[src/inc/expander_pkg.sv]
// constants, types and register map for the serial i/o expander port
// How it works
// - two-wire: four fixed plus three pin bits
// - four-wire: seven fixed address bits
// - eight pins, each input or output
// - drivers only pull low or release
// - per-pin pull-up in either direction
// - port value read returns pin levels
// - latch read returns stored latch bits
// - port value write lands in latch
// - output pins follow their latch bit
// - input pins leave driver off
// - eleven registers 00..0A, zero reset except direction
// - direction set means input, resets ones
// - inversion bit flips reported pin level
// - enable bit gates change events per pin
// - select 0 compares previous, 1 default
// - level opposite default bit raises event
// - clear-select picks capture or port read
// - pointer wraps to zero after last
package expander_pkg;

    // port and register geometry
    localparam int PORT_W = 8;
    localparam int REG_AW = 4;
    localparam int NUM_REGS = 11;

    // register offsets
    localparam logic [3:0] OFS_PIN_DIRECTION         = 4'h0;
    localparam logic [3:0] OFS_INPUT_INVERSION       = 4'h1;
    localparam logic [3:0] OFS_CHANGE_IRQ_ENABLE     = 4'h2;
    localparam logic [3:0] OFS_COMPARE_DEFAULT       = 4'h3;
    localparam logic [3:0] OFS_CHANGE_COMPARE_SELECT = 4'h4;
    localparam logic [3:0] OFS_DEVICE_CONFIG         = 4'h5;
    localparam logic [3:0] OFS_PULLUP_ENABLE         = 4'h6;
    localparam logic [3:0] OFS_IRQ_FLAGS             = 4'h7;
    localparam logic [3:0] OFS_IRQ_CAPTURE           = 4'h8;
    localparam logic [3:0] OFS_PORT_VALUE            = 4'h9;
    localparam logic [3:0] OFS_OUTPUT_LATCH          = 4'hA;
    localparam logic [3:0] LAST_REG                  = 4'hA;

    // values after reset
    localparam logic [7:0] RST_PIN_DIRECTION = 8'hFF;
    localparam logic [7:0] RST_ZERO          = 8'h00;

    // device configuration fields
    localparam int CFG_PTR_HOLD_BIT   = 5;
    localparam int CFG_OPEN_DRAIN_BIT = 2;
    localparam int CFG_IRQ_POL_BIT    = 1;
    localparam int CFG_CLEAR_SEL_BIT  = 0;
    localparam logic [7:0] CFG_WRITE_MASK = 8'h27;

    // slave address parts (arbitrary values)
    localparam logic [3:0] TWO_WIRE_FIXED_HI = 4'h4;
    localparam logic [6:0] FOUR_WIRE_FIXED   = 7'h20;

    // serial framing
    localparam logic [2:0] LAST_BIT         = 3'h7;
    localparam logic [1:0] ADDR_LATCH_DELAY = 2'h2;

    // phase of a serial frame
    typedef enum logic [1:0] {
        PH_OPCODE = 2'b00,
        PH_ADDR   = 2'b01,
        PH_DATA   = 2'b10,
        PH_IGNORE = 2'b11
    } frame_phase_t;

endpackage

[src/verilog/sync2.sv]
// two flip-flop synchroniser for a vector of asynchronous levels
`timescale 1ns/1ps
module sync2 #(
    parameter int WIDTH = 1
) (
    input  wire logic             clk_sys,
    input  wire logic             rst_b,
    input  wire logic [WIDTH-1:0] async_in,
    output logic      [WIDTH-1:0] sync_out
);

    logic [WIDTH-1:0] stage1;   // metastability catcher, read only below

    // two stages, second one is the only reader of the first
    always_ff @(posedge clk_sys) begin
        if (!rst_b) begin
            stage1   <= '0;
            sync_out <= '0;
        end else begin
            stage1   <= async_in;
            sync_out <= stage1;
        end
    end

endmodule

[src/verilog/serial_io_expander_port.sv]
// eight-pin open-drain expander port behind a serial register bank
`timescale 1ns/1ps
module serial_io_expander_port #(
    parameter bit TWO_WIRE_ADDR = 1'b1  // 1: pin-selected address, 0: all fixed
) (
    input  wire logic       clk_sys,
    input  wire logic       rst_b,
    input  wire logic [2:0] addr_pin,
    input  wire logic       ser_cs_b,
    input  wire logic       ser_sck,
    input  wire logic       ser_sdi,
    output logic            ser_sdo,
    output logic            ser_sdo_oe,
    input  wire logic [7:0] gpio_in,
    output logic      [7:0] gpio_out,
    output logic      [7:0] gpio_oe,
    output logic      [7:0] gpio_pullup,
    output logic            irq_out,
    output logic            irq_oe
);

    // nothing below reads a raw pin: all are asynchronous to clk_sys
    // price is about three clocks of lag on the serial link
    // synchronised copies of every outside input
    logic [2:0]  addr_s;        // address code from the decoder
    logic        cs_s;          // frame select, low active
    logic        sck_s;         // serial clock level
    logic        sdi_s;         // serial data in
    logic [7:0]  pin_s;         // pin levels
    logic [13:0] sync_q;        // packed synchroniser output

    // all pins and the serial lines cross on one synchroniser
    sync2 #(
        .WIDTH (14)
    ) u_sync (
        .clk_sys  (clk_sys),
        .rst_b    (rst_b),
        .async_in ({addr_pin, ser_cs_b, ser_sck, ser_sdi, gpio_in}),
        .sync_out (sync_q)
    );

    assign addr_s = sync_q[13:11];
    assign cs_s   = sync_q[10];
    assign sck_s  = sync_q[9];
    assign sdi_s  = sync_q[8];
    assign pin_s  = sync_q[7:0];

    // register bank storage
    logic [7:0] pin_direction;          // 1 = input
    logic [7:0] input_inversion;        // 1 = report inverted level
    logic [7:0] change_irq_enable;      // per-pin event enable
    logic [7:0] compare_default;        // reference level
    logic [7:0] change_compare_select;  // 1 = against reference
    logic [7:0] device_config;          // sequencing and int pin setup
    logic [7:0] pullup_enable;          // per-pin pull-up
    logic [7:0] irq_flags;              // pins that caused the event
    logic [7:0] irq_capture;            // port value at event time
    logic [7:0] output_latch;           // stored output levels

    // hardware address capture
    logic [2:0] hw_addr;        // latched address code
    logic [1:0] addr_wait;      // waits out the synchroniser
    logic       addr_taken;     // address held until next reset

    // serial frame state
    expander_pkg::frame_phase_t phase;      // where we are in the frame
    expander_pkg::frame_phase_t next_phase; // phase after the current byte
    logic [2:0]                 bit_cnt;    // bit within current byte
    logic [6:0]                 rx;         // shift register, low seven bits
    logic                       is_read;    // frame direction from opcode
    logic [3:0]                 ptr;        // register pointer
    logic [7:0]                 tx;         // outgoing byte
    logic [3:0]                 tx_ptr;     // register the outgoing byte came from
    logic                       sck_prev;   // last sampled clock level

    // hold the address code once the synchroniser has settled
    // taken once after reset and kept: later pin moves are ignored
    // so the slave address cannot shift in the middle of a frame
    always_ff @(posedge clk_sys) begin
        if (!rst_b) begin
            hw_addr    <= 3'h0;
            addr_wait  <= 2'h0;
            addr_taken <= 1'b0;
        end else if (!addr_taken) begin
            if (addr_wait == expander_pkg::ADDR_LATCH_DELAY) begin
                hw_addr    <= addr_s;
                addr_taken <= 1'b1;
            end else begin
                addr_wait <= addr_wait + 2'h1;
            end
        end
    end

    // own slave address for the chosen bus variant
    wire [6:0] own_addr = TWO_WIRE_ADDR ?
        {expander_pkg::TWO_WIRE_FIXED_HI, hw_addr} :
        expander_pkg::FOUR_WIRE_FIXED;

    // clock edges found on the sampled serial clock
    // edges only count while selected; sck_prev idles low like
    // the mode 0,0 clock, so no false rise follows reset
    wire       sck_rise  = sck_s & ~sck_prev & ~cs_s;
    wire       sck_fall  = ~sck_s & sck_prev & ~cs_s;
    wire [7:0] rx_byte   = {rx, sdi_s};
    wire       byte_done = sck_rise & (bit_cnt == expander_pkg::LAST_BIT);
    wire       op_match  = (rx_byte[7:1] == own_addr);
    wire       in_data   = (phase == expander_pkg::PH_DATA);

    // pointer after a data byte, optionally frozen, wrapping at the top
    // compare is >= so an address byte past the top still wraps to zero
    wire       seq_hold = device_config[expander_pkg::CFG_PTR_HOLD_BIT];
    wire [3:0] ptr_next = seq_hold ? ptr :
        ((ptr >= expander_pkg::LAST_REG) ? 4'h0 : ptr + 4'h1);

    // phase sequencing of a frame
    always_comb begin
        case (phase)
            expander_pkg::PH_OPCODE: begin
                next_phase = op_match ? expander_pkg::PH_ADDR : expander_pkg::PH_IGNORE;
            end
            expander_pkg::PH_ADDR:   next_phase = expander_pkg::PH_DATA;
            expander_pkg::PH_DATA:   next_phase = expander_pkg::PH_DATA;
            expander_pkg::PH_IGNORE: next_phase = expander_pkg::PH_IGNORE;
            default:                 next_phase = expander_pkg::PH_IGNORE;
        endcase
    end

    // frame counters, reset whenever select is high
    always_ff @(posedge clk_sys) begin
        if (!rst_b) begin
            sck_prev <= 1'b0;
            phase    <= expander_pkg::PH_OPCODE;
            bit_cnt  <= 3'h0;
            rx       <= 7'h00;
        end else begin
            sck_prev <= sck_s;
            if (cs_s) begin
                phase   <= expander_pkg::PH_OPCODE;
                bit_cnt <= 3'h0;
            end else if (sck_rise) begin
                rx      <= rx_byte[6:0];
                bit_cnt <= bit_cnt + 3'h1;
                if (byte_done) begin
                    phase <= next_phase;
                end
            end
        end
    end

    // read/write bit ends the opcode byte; address byte sets the pointer
    wire op_done   = byte_done & (phase == expander_pkg::PH_OPCODE) & op_match;
    wire addr_done = byte_done & (phase == expander_pkg::PH_ADDR);
    wire data_done = byte_done & in_data;

    // direction flag and register pointer
    always_ff @(posedge clk_sys) begin
        if (!rst_b) begin
            is_read <= 1'b0;
            ptr     <= 4'h0;
        end else begin
            if (op_done) begin
                is_read <= rx_byte[0];
            end
            if (addr_done) begin
                ptr <= rx_byte[3:0];
            end else if (data_done) begin
                ptr <= ptr_next;
            end
        end
    end

    // reported port value: synchronised pins, optionally inverted
    wire [7:0] port_value = pin_s ^ input_inversion;

    // read view of every register, unmapped reads as zero
    // offsets 0B..0F: zero on read, dropped by the write decode
    logic [7:0] reg_view [0:15];
    assign reg_view[0]  = pin_direction;
    assign reg_view[1]  = input_inversion;
    assign reg_view[2]  = change_irq_enable;
    assign reg_view[3]  = compare_default;
    assign reg_view[4]  = change_compare_select;
    assign reg_view[5]  = device_config;
    assign reg_view[6]  = pullup_enable;
    assign reg_view[7]  = irq_flags;
    assign reg_view[8]  = irq_capture;
    assign reg_view[9]  = port_value;
    assign reg_view[10] = output_latch;
    assign reg_view[11] = 8'h00;
    assign reg_view[12] = 8'h00;
    assign reg_view[13] = 8'h00;
    assign reg_view[14] = 8'h00;
    assign reg_view[15] = 8'h00;

    // next byte to send: fetched at the end of address or data byte
    wire       load_tx  = is_read & (addr_done | data_done);
    wire [3:0] read_ptr = addr_done ? rx_byte[3:0] : ptr_next;

    // outgoing shift register, msb first, changes on falling edges
    // fetched one byte ahead so bit 7 stands before the first rise
    // the fall ending an address byte sees bit_cnt zero: no shift
    always_ff @(posedge clk_sys) begin
        if (!rst_b) begin
            tx     <= 8'h00;
            tx_ptr <= 4'h0;
        end else if (load_tx) begin
            tx     <= reg_view[read_ptr];
            tx_ptr <= read_ptr;
        end else if (sck_fall && in_data && bit_cnt != 3'h0) begin
            tx <= {tx[6:0], 1'b0};
        end
    end

    // data line driven only while this device is answering
    assign ser_sdo    = tx[7];
    assign ser_sdo_oe = ~cs_s & is_read & in_data;

    // a read counts once its first bit is taken, so prefetch has no effect
    wire read_taken = sck_rise & in_data & is_read & (bit_cnt == 3'h0);

    // write decode, pointer selects the target
    wire       wr_event = data_done & ~is_read;
    wire [7:0] wr_data  = rx_byte;
    wire wr_dir   = wr_event & (ptr == expander_pkg::OFS_PIN_DIRECTION);
    wire wr_inv   = wr_event & (ptr == expander_pkg::OFS_INPUT_INVERSION);
    wire wr_en    = wr_event & (ptr == expander_pkg::OFS_CHANGE_IRQ_ENABLE);
    wire wr_def   = wr_event & (ptr == expander_pkg::OFS_COMPARE_DEFAULT);
    wire wr_sel   = wr_event & (ptr == expander_pkg::OFS_CHANGE_COMPARE_SELECT);
    wire wr_cfg   = wr_event & (ptr == expander_pkg::OFS_DEVICE_CONFIG);
    wire wr_pu    = wr_event & (ptr == expander_pkg::OFS_PULLUP_ENABLE);
    wire wr_latch = wr_event & ((ptr == expander_pkg::OFS_PORT_VALUE) |
                                (ptr == expander_pkg::OFS_OUTPUT_LATCH));

    // writable registers; flag and capture registers ignore writes
    // pin levels are never stored, only sampled; port value writes
    // land in the latch instead
    always_ff @(posedge clk_sys) begin
        if (!rst_b) begin
            pin_direction         <= expander_pkg::RST_PIN_DIRECTION;
            input_inversion       <= expander_pkg::RST_ZERO;
            change_irq_enable     <= expander_pkg::RST_ZERO;
            compare_default       <= expander_pkg::RST_ZERO;
            change_compare_select <= expander_pkg::RST_ZERO;
            device_config         <= expander_pkg::RST_ZERO;
            pullup_enable         <= expander_pkg::RST_ZERO;
            output_latch          <= expander_pkg::RST_ZERO;
        end else begin
            if (wr_dir)   pin_direction         <= wr_data;
            if (wr_inv)   input_inversion       <= wr_data;
            if (wr_en)    change_irq_enable     <= wr_data;
            if (wr_def)   compare_default       <= wr_data;
            if (wr_sel)   change_compare_select <= wr_data;
            if (wr_cfg)   device_config         <= wr_data & expander_pkg::CFG_WRITE_MASK;
            if (wr_pu)    pullup_enable         <= wr_data;
            if (wr_latch) output_latch          <= wr_data;
        end
    end

    // previous pin levels for change detection
    logic [7:0] pin_prev;
    logic [7:0] change_cond;    // per-pin event condition
    logic [7:0] next_oe;        // per-pin driver enable

    always_ff @(posedge clk_sys) begin
        if (!rst_b) begin
            pin_prev <= 8'h00;
        end else begin
            pin_prev <= pin_s;
        end
    end

    // per-pin driver and change condition
    // an output pin never raises an event: direction gates it too
    genvar gi;
    generate
        for (gi = 0; gi < expander_pkg::PORT_W; gi++) begin : g_pin
            // outputs sink when the latch is low, inputs never drive
            assign next_oe[gi] = ~pin_direction[gi] & ~output_latch[gi];
            // compare against reference or against the last level
            assign change_cond[gi] = change_irq_enable[gi] & pin_direction[gi] &
                (change_compare_select[gi] ?
                    (pin_s[gi] != compare_default[gi]) :
                    (pin_s[gi] != pin_prev[gi]));
        end
    endgenerate

    // open-drain pads: value is always low, enable decides
    assign gpio_out    = 8'h00;
    assign gpio_pullup = pullup_enable;

    // clearing source chosen by the configuration
    wire irq_active = |irq_flags;
    wire clear_by_cap = device_config[expander_pkg::CFG_CLEAR_SEL_BIT];
    wire clear_hit = read_taken & (clear_by_cap ?
        (tx_ptr == expander_pkg::OFS_IRQ_CAPTURE) :
        (tx_ptr == expander_pkg::OFS_PORT_VALUE));

    // flags and capture: set wins, clear only with condition gone
    // a pending event blocks new ones, so the capture keeps the port
    // value of the first cause; a clear against an active condition
    // is refused and the flag stays
    always_ff @(posedge clk_sys) begin
        if (!rst_b) begin
            irq_flags   <= expander_pkg::RST_ZERO;
            irq_capture <= expander_pkg::RST_ZERO;
        end else if (!irq_active && (|change_cond)) begin
            irq_flags   <= change_cond;
            irq_capture <= port_value;
        end else if (clear_hit && !(|change_cond)) begin
            irq_flags <= expander_pkg::RST_ZERO;
        end
    end

    // registered pad enables and interrupt pin
    // after reset the interrupt pin idles inactive: push-pull, low active
    wire odr_mode = device_config[expander_pkg::CFG_OPEN_DRAIN_BIT];
    wire int_pol  = device_config[expander_pkg::CFG_IRQ_POL_BIT];

    always_ff @(posedge clk_sys) begin
        if (!rst_b) begin
            gpio_oe <= 8'h00;
            irq_out <= 1'b1;
            irq_oe  <= 1'b1;
        end else begin
            gpio_oe <= next_oe;
            if (odr_mode) begin
                // open drain: sink while active, else released
                irq_out <= 1'b0;
                irq_oe  <= irq_active;
            end else begin
                // push-pull with chosen polarity
                irq_out <= irq_active ? int_pol : ~int_pol;
                irq_oe  <= 1'b1;
            end
        end
    end

endmodule

[config.mk]
export PLATFORM = sky130hd
export DESIGN_NAME = serial_io_expander_port
export DESIGN_NICKNAME = d
export VERILOG_FILES = /design/src/inc/expander_pkg.sv /design/src/verilog/sync2.sv /design/src/verilog/serial_io_expander_port.sv
export SDC_FILE = /design/constraint.sdc
export NUM_CORES = 1
export LEC_CHECK = 0
export ABC_AREA = 0
export BUFFER_PORTS_ARGS = -buffer_cell sky130_fd_sc_hd__buf_4
export CELL_PAD_IN_SITES_DETAIL_PLACEMENT = 1
export CELL_PAD_IN_SITES_GLOBAL_PLACEMENT = 2
export CORE_UTILIZATION = 42
export CTS_CLUSTER_SIZE = 28
export DETAILED_ROUTE_END_ITERATION = 8
export GPL_TIMING_DRIVEN = 1
export HOLD_SLACK_MARGIN = 0.12
export PLACE_DENSITY_LB_ADDON = 0.05
export SETUP_SLACK_MARGIN = 0.15
export SLEW_MARGIN = 25
export SYNTH_ARGS = -nofsm -noshare
export SYNTH_HDL_FRONTEND = slang
export SYNTH_HIERARCHICAL = 1
export SYNTH_SLANG_ARGS = --single-unit
export TNS_END_PERCENT = 10
[constraint.sdc]
create_clock -name clk_sys -period 5.6 [get_ports clk_sys]
set_input_delay 0 -clock clk_sys [delete_from_list [all_inputs] [get_ports clk_sys]]
set_output_delay 0 -clock clk_sys [all_outputs]
set_load 0.02 [all_outputs]
==> summary.txt, run 1 <==
Clock tree
  – Clock buffer count from CTS: 17
  – H-Tree Depth: 4
  – Clock Latency Late Sink: 440 ps
  – CTS tree: done
  – CTS max path bufs: 2
  – CTS root buf: clkbuf_16
  – Post-CTS Setup Inserts: 0
  – Reg clk slew, reported paths: 70 ps
  – Clk sink count: 158

STA
  – Endpoints failing hold: 0
  – Fin Setup TNS: 0 ps
  – Setup violators final: 0
  – Max-slew violations: 0
  – Fmax: about 270 MHz
  – Worst setup margin: 1948 ps
  – Worst-Margin Slew: 1043 ps
  – RSZ-0062 raised after global routing: false
  – Fin Clk Skew: 9.804 ps
  – Final min period: 3652 ps
  – Max-Slew Margin vs Limit: 30.04%
  – Period utilisation layout: 65.21%

Place
  – Placer congestion estimate: 0.8703
  – Port Buf Inserts: 35
  – Pre-CTS WS: 2014 ps
  – HPWL Detailed: 15560 um
  – Placed cell count: 988

Layout
  – Most frequent cells in the layout: 158 x dfxtp_1, 89 x nand2_1, 77 x mux2i_1, 63 x nor2_1
  – Fraction of layout cells with a size suffix above 1: 15.93%
  – Filler-free cell count of the finished design: 1036
  – Fillcell total: 1926
  – Synth-to-layout area growth: 13.68%
  – Number of inserted diodes: 0
  – Layout Nets: 831
  – Most common cell after layout, fill and taps aside: dfxtp_1
  – Finished Core Util: 49.33%

Worst setup path
  – Critical Path AT: 3970 ps
  – Worst Setup End Kind: flip-flop
  – CP Launch Type: flip-flop
  – Crit path max fanout: 19
  – WS Path Type: flip-flop to flip-flop
  – Crit path required time: 5920 ps

Routing
  – Vias: roughly 5.9k
  – Starting DRT DRC Count: 334
  – Router iterations before antenna repair: 6
  – Vias per Instance: 5.659
  – Routed Antenna Nets: 0
  – DR WL/cell: 22.08 um
  – DRC: 0
  – Drt total wl: approximately 23000 um

Floorplan
  – Initial Utilization: 43.40%
  – Die width: roughly 130 um
  – Rows: 47
  – Die area: 17850 um2
  – I/O pin count: 44
  – Floorplan core area: 16760 um2
  – Die Height: between 100 and 150 um

Logic synthesis
  – Ys flop type: dfxtp_1
  – Ys Warns: 6
  – Yosys top cell area share: 43.49%
  – #FFs+latches synth: 158
  – Synthesized instance count: 777
  – Post-synth cell types: 78
  – Number of synthesized flops with an enable pin: 0
  – FFs w/ async S/R, synth: 0%
  – Mapped Area: 7273 um2
  – Post-Syn Area per Cell: 9.361 um2
  – Sequential area share after synthesis: 43.49%
  – Post-synth top area cell: dfxtp_1
  – Ranking of synthesized cells by area: dfxtp_1 43%, mux2i_1 11%, nand2_1 4.6%

GRT
  – Initial antenna violation count: 0
  – Vias in the first global route: 6087
  – Largest net degree at the start of global routing: 73
  – Total grt overflow: 0
  – Gr usage total: 26.96%
  – Global-route wire length before repair: 35570 um

Min path
  – Min-delay worst type: input port to flip-flop

Flow run
  – Max-cap violations: 0

Pwr
  – LEAKAGE: 3.344 nW
  – VDD IR-drop max: 215.6 uV
  – PwrDens: 291.8 nW/um2

Run status
  – Status: finished, final reports clean
Yosys cell counts (3+ instances only):
library cell / n
dfxtp_1: 158
nand2_1: 89
mux2i_1: 77
nor2_1: 63
a21oi_1: 51
nand3_1: 51
clkbuf_1: 23
and2_2: 22
and2_1: 19
xnor2_1: 18
o21ai_0: 17
nor3_1: 14
ha_1: 12
buf_4: 10
inv_1: 10
buf_6: 9
buf_2: 8
and3_1: 7
a211oi_1: 6
a22oi_1: 6
a31oi_1: 6
o22ai_1: 6
mux2_2: 5
nor2b_1: 5
xor2_1: 5
a32o_1: 4
nand4_1: 4
buf_1: 3
clkbuf_8: 3
nor2_2: 3
registers in the layout, summed over array words and instances, names as in the netlist, 7 cells and up:
signal / cells
rx: 7
gpio_oe: 8
pin_prev: 8
pin_direction: 8
gpio_pullup: 8
input_inversion: 8
u_sync/sync_out: 14
compare_default: 8
u_sync/stage1: 14
irq_flags: 8
output_latch: 8
irq_capture: 8
change_irq_enable: 8
change_compare_select: 8
tx: 8
layer usage:
layer	vias to the layer above	track usage (%)	share of wire, %
li1	2762	-	-
met1	2907	35.78	46
met2	158	43.17	46
met3	36	4.756	4.4
met4	0	11.17	2.8
met5	-	0	0
logic make-up (layout without fill, tap and decap cells):
kind of cell / Yosys count / in the layout / synth area share [%]
compound gates: 128 / 128 / 11.94
xor+xnor: 23 / 23 / 2.770
fa+ha+maj: 12 / 12 / 2.064
buf+inv: 67 / 99 / 5.453
flops: 158 / 158 / 43.49
mux: 87 / 87 / 12.92
other cells: 1 / 8 / 0.05156
simple gates: 301 / 301 / 21.31
worst paths after layout:
check / depth (start not counted) / slack (ps) / to / from
worst max-delay path: 10 / 1950 / tx[7] / ptr[0]
worst min-delay path: 3 / 320 / u_sync/stage1[5] / gpio_in[5]
worst max register to register: 10 / 1950 / tx[7] / ptr[0]
worst min register to register: 1 / 440 / u_sync/sync_out[0] / u_sync/stage1[0]
power by group:
group / internal (mW) / switching (mW) / total [mW]
Clock: 0.646 / 0.506 / 1.15
Combinational: 0.0461 / 0.0559 / 0.102
Sequential: 1.14 / 0.0149 / 1.16
stage by stage:
| step | hold WS, ps | instance area [um2] | power [mW] |
|---|---|---|---|
| 5_1_grt | 321.1 | 8268 | 2.499 |
| 3_3_place_gp | 212.8 | 7526 | 1.272 |
| 3_5_place_dp | 212.7 | 7526 | 1.279 |
| 6_report | 320.6 | 8268 | 2.413 |
| 2_1_floorplan | 127.3 | 7300 | 1.255 |
| 4_1_cts | 298.5 | 8268 | 2.438 |
worst max-delay path, cell delays in order, from the launching register on:
cell and delay (ps):
dfxtp_1 480, inv_1 140, ha_1 490, o31ai_1 490
a21oi_2 170, a21oi_4 530, buf_4 410, mux2i_1 230
a22oi_1 110, and3_1 200, o31a_1 270
final cells by class:
cell class              instances  area [um2]  area share [%]
inverters                      11       41.29          0.4994
clock inverters                12       125.1           1.513
clock buffers                  20       456.7           5.524
well taps                     220       275.3           3.329
repair buffers                 56       460.4           5.569
flip-flops and latches        158        3163           38.26
multi-input cells             559        3746           45.31
what timing repair did:
| action | 4_1_cts | 5_1_grt |
|---|---|---|
| endpoints found under the hold margin | 25 | 0 |
| resized for setup | 0 | 0 |
| hold buffers | 16 | 0 |
Power figures use the tool's default switching activity.
==> run 2: changes to the inputs <==
CORE_UTILIZATION = 39   (was 42)
clock period = 3.7 ns   (was 5.6 ns; I/O delays follow)
==> run 2 against run 1 <==
Against the previous run: the flow now finishes with violations (design-rule violations); die area increased by 7.6%; total power increased by 53%; clock skew increased by 3.8 ps; sequential power increased by 51%; combinational power increased by 60%; setup slack got worse by 1500 ps; first-iteration DRC count increased by 9.3%; clock power increased by 54%; via count decreased by 0.67%; largest cell class unchanged; highest routed layer unchanged.
==> summary.txt, run 2 (synthesized netlist as in run 1, its figures left out) <==
STA
  – Endpoints failing hold: 0 (unchanged)
  – Fin Setup TNS: 0 ps (unchanged)
  – Worst-Margin Slew: 915.6 ps (was 1043 ps)
  – Fmax: 305.3 MHz (was 273.9 MHz)
  – Max-slew violations: 0 (unchanged)
  – Fin Clk Skew: 13.63 ps (was 9.804 ps)
  – Period utilisation layout: 88.52% (was 65.21%)
  – Max-Slew Margin vs Limit: 38.60% (was 30.04%)
  – Final min period: 3275 ps (was 3652 ps)
  – RSZ-0062 raised after global routing: false (unchanged)
  – Setup violators final: 0 (unchanged)
  – Hold WS: 320.0 ps (was 320.6 ps)

Pwr
  – LEAKAGE: 3.396 nW (was 3.344 nW)
  – VDD IR-drop max: 314.2 uV (was 215.6 uV)
  – PwrDens: 441.6 nW/um2 (was 291.8 nW/um2)
  – Pwr Total: 3.686 mW (was 2.413 mW)

Layout
  – Layout Nets: 839 (was 831)
  – Synth-to-layout area growth: 14.78% (was 13.68%)
  – Number of inserted diodes: 0 (unchanged)
  – Finished Core Util: 46.00% (was 49.33%)
  – Fraction of layout cells with a size suffix above 1: 16.99% (was 15.93%)
  – Final design area excluding fillers: 8348 um2 (was 8268 um2)
  – Fillcell total: 2066 (was 1926)
  – Most frequent cells in the layout: 158 x dfxtp_1, 89 x nand2_1, 77 x mux2i_1, 63 x nor2_1 (unchanged)
  – Largest regs: u_sync/stage1: 14 flops, u_sync/sync_out: 14 flops (unchanged)
  – Most common cell after layout, fill and taps aside: dfxtp_1 (unchanged)

Worst setup path
  – WS Path Type: flip-flop to flip-flop (unchanged)
  – Critical Path AT: 3580 ps (was 3970 ps)
  – CP Launch Type: flip-flop (unchanged)
  – Crit path max fanout: 16 (was 19)
  – Worst Setup End Kind: flip-flop (unchanged)
  – Crit path required time: 4010 ps (was 5920 ps)
  – Crit path cell chain: inv_1 > ha_1 > o31ai_1 > a21oi_2 > a21oi_4 > buf_4 > mux2i_1 > o22ai_1 > a2111oi_1 > o21ai_1 (was inv_1 > ha_1 > o31ai_1 > a21oi_2 > a21oi_4 > buf_4 > mux2i_1 > a22oi_1 > and3_1 > o31a_1)
  – Slowest stage cell on the critical path: dfxtp_1 (was a21oi_4)
  – Reg-to-reg slack, setup: 420 ps (was 1950 ps)
  – CP delay by family, top: compound AO/OA/AOI/OAI gates (unchanged)
  – Crit path largest cell delay: 480 ps (was 530 ps)
  – Worst path bufs/invs: 2 (unchanged)

Routing
  – Starting DRT DRC Count: 365 (was 334)
  – Vias per Instance: 5.531 (was 5.659)
  – Routed Antenna Nets: 0 (unchanged)
  – DR WL/cell: 22.15 um (was 22.08 um)
  – DRC: 2 (was 0)
  – Router iterations before antenna repair: 7 (was 6)
  – Vias: 5824 (was 5863)
  – Drt total wl: 23330 um (was 22880 um)

Clock tree
  – Clock Latency Late Sink: 430 ps (was 440 ps)
  – Reg clk slew, reported paths: 70 ps (about the same)
  – H-Tree Depth: 4 (unchanged)
  – Clock buffer count from CTS: 17 (unchanged)
  – CTS max path bufs: 2 (unchanged)
  – Post-CTS Setup Inserts: 0 (unchanged)
  – Clk sink count: 158 (unchanged)
  – CTS root buf: clkbuf_16 (unchanged)
  – CTS tree: done (unchanged)

GRT
  – Gr usage total: 25.54% (was 26.96%)
  – Initial antenna violation count: 1 (was 0)
  – Global-route wire length before repair: 36650 um (was 35570 um)
  – Vias in the first global route: 6027 (was 6087)
  – Total grt overflow: 0 (unchanged)
  – Largest net degree at the start of global routing: 53 (was 73)

Floorplan
  – Floorplan core area: 18150 um2 (was 16760 um2)
  – Initial Utilization: 40.08% (was 43.40%)
  – Rows: 49 (was 47)
  – Die width: 138.6 um (was 133.6 um)
  – Die Height: 138.6 um (was 133.6 um)
  – Die area: 19200 um2 (was 17850 um2)
  – I/O pin count: 44 (unchanged)

Place
  – Placer congestion estimate: 0.8800 (was 0.8703)
  – Area after DPL: 7605 um2 (was 7526 um2)
  – HPWL Detailed: 16930 um (was 15560 um)
  – Port Buf Inserts: 35 (unchanged)

Flow run
  – Max-cap violations: 0 (unchanged)

Run status
  – Failing checks: design-rule violations
  – Status: complete, but fails checks (was finished, final reports clean)

Min path
  – Min-delay worst type: input port to flip-flop (unchanged)
==> run 2: cell types whose count changed in the layout (fill, tap and decap cells not counted), moves of 2 or more <==
| cell | previous run | this run |
|---|---|---|
| clkinvlp_4 | 3 | 1 |
| clkbuf_8 | 2 | 0 |
| inv_6 | 4 | 8 |
| clkinv_4 | 3 | 0 |
| buf_4 | 40 | 49 |
| clkinv_8 | 0 | 2 |
==> run 2: final timing paths <==
check	startpoint	to	cells past startpoint
worst max-delay path	ptr[0]	tx[0]	10
worst min-delay path	ser_sck	u_sync/stage1[9]	3
worst max register to register	ptr[0]	tx[0]	10
worst min register to register	u_sync/stage1[0]	u_sync/sync_out[0]	1
==> run 2: per-stage QoR <==
step,instances,setup WS (ps)
2_1_floorplan,784,1265
3_3_place_gp,1006,572.3
3_5_place_dp,1006,510.5
4_1_cts,1053,492.4
5_1_grt,1053,151.8
6_report,1053,424.9
==> run 2: repair_timing <==
| item | 4_1_cts | 5_1_grt |
|---|---|---|
| endpoints found under the hold margin | 35 | 0 |
| gates resized for setup | 0 | 0 |
| hold buffers | 15 | 0 |
==> run 2: tightest hold or removal path: stages <==
cell and delay, ps:
dlygate4sd3_1 520, buf_4 90, and2_2 120
==> run 2: layout make-up <==
type,instances,area [um2],area share (%)
clock buffers,17,425.4,5.096
clock inverters,15,167.7,2.008
inverters,11,41.29,0.4946
multi-input cells,559,3746,44.87
flip-flops and latches,158,3163,37.89
well taps,229,286.5,3.432
repair buffers,64,518.0,6.205
==> run 2: power breakdown <==
| group | leakage [nW] | internal [mW] | switching [mW] |
|---|---|---|---|
| sequential | 1.28 | 1.73 | 0.0183 |
| clock | 0.290 | 0.963 | 0.811 |
| combinational | 1.83 | 0.0710 | 0.0915 |
==> run 2: layer usage <==
layer | vias up | track usage (%) | routed length, um
met3 | 20 | 4.800 | 755
li1 | 2774 | - | -
met5 | - | 0 | 0
met2 | 128 | 41.06 | 10830
met1 | 2902 | 35.03 | 11330
met4 | 0 | 6.919 | 405
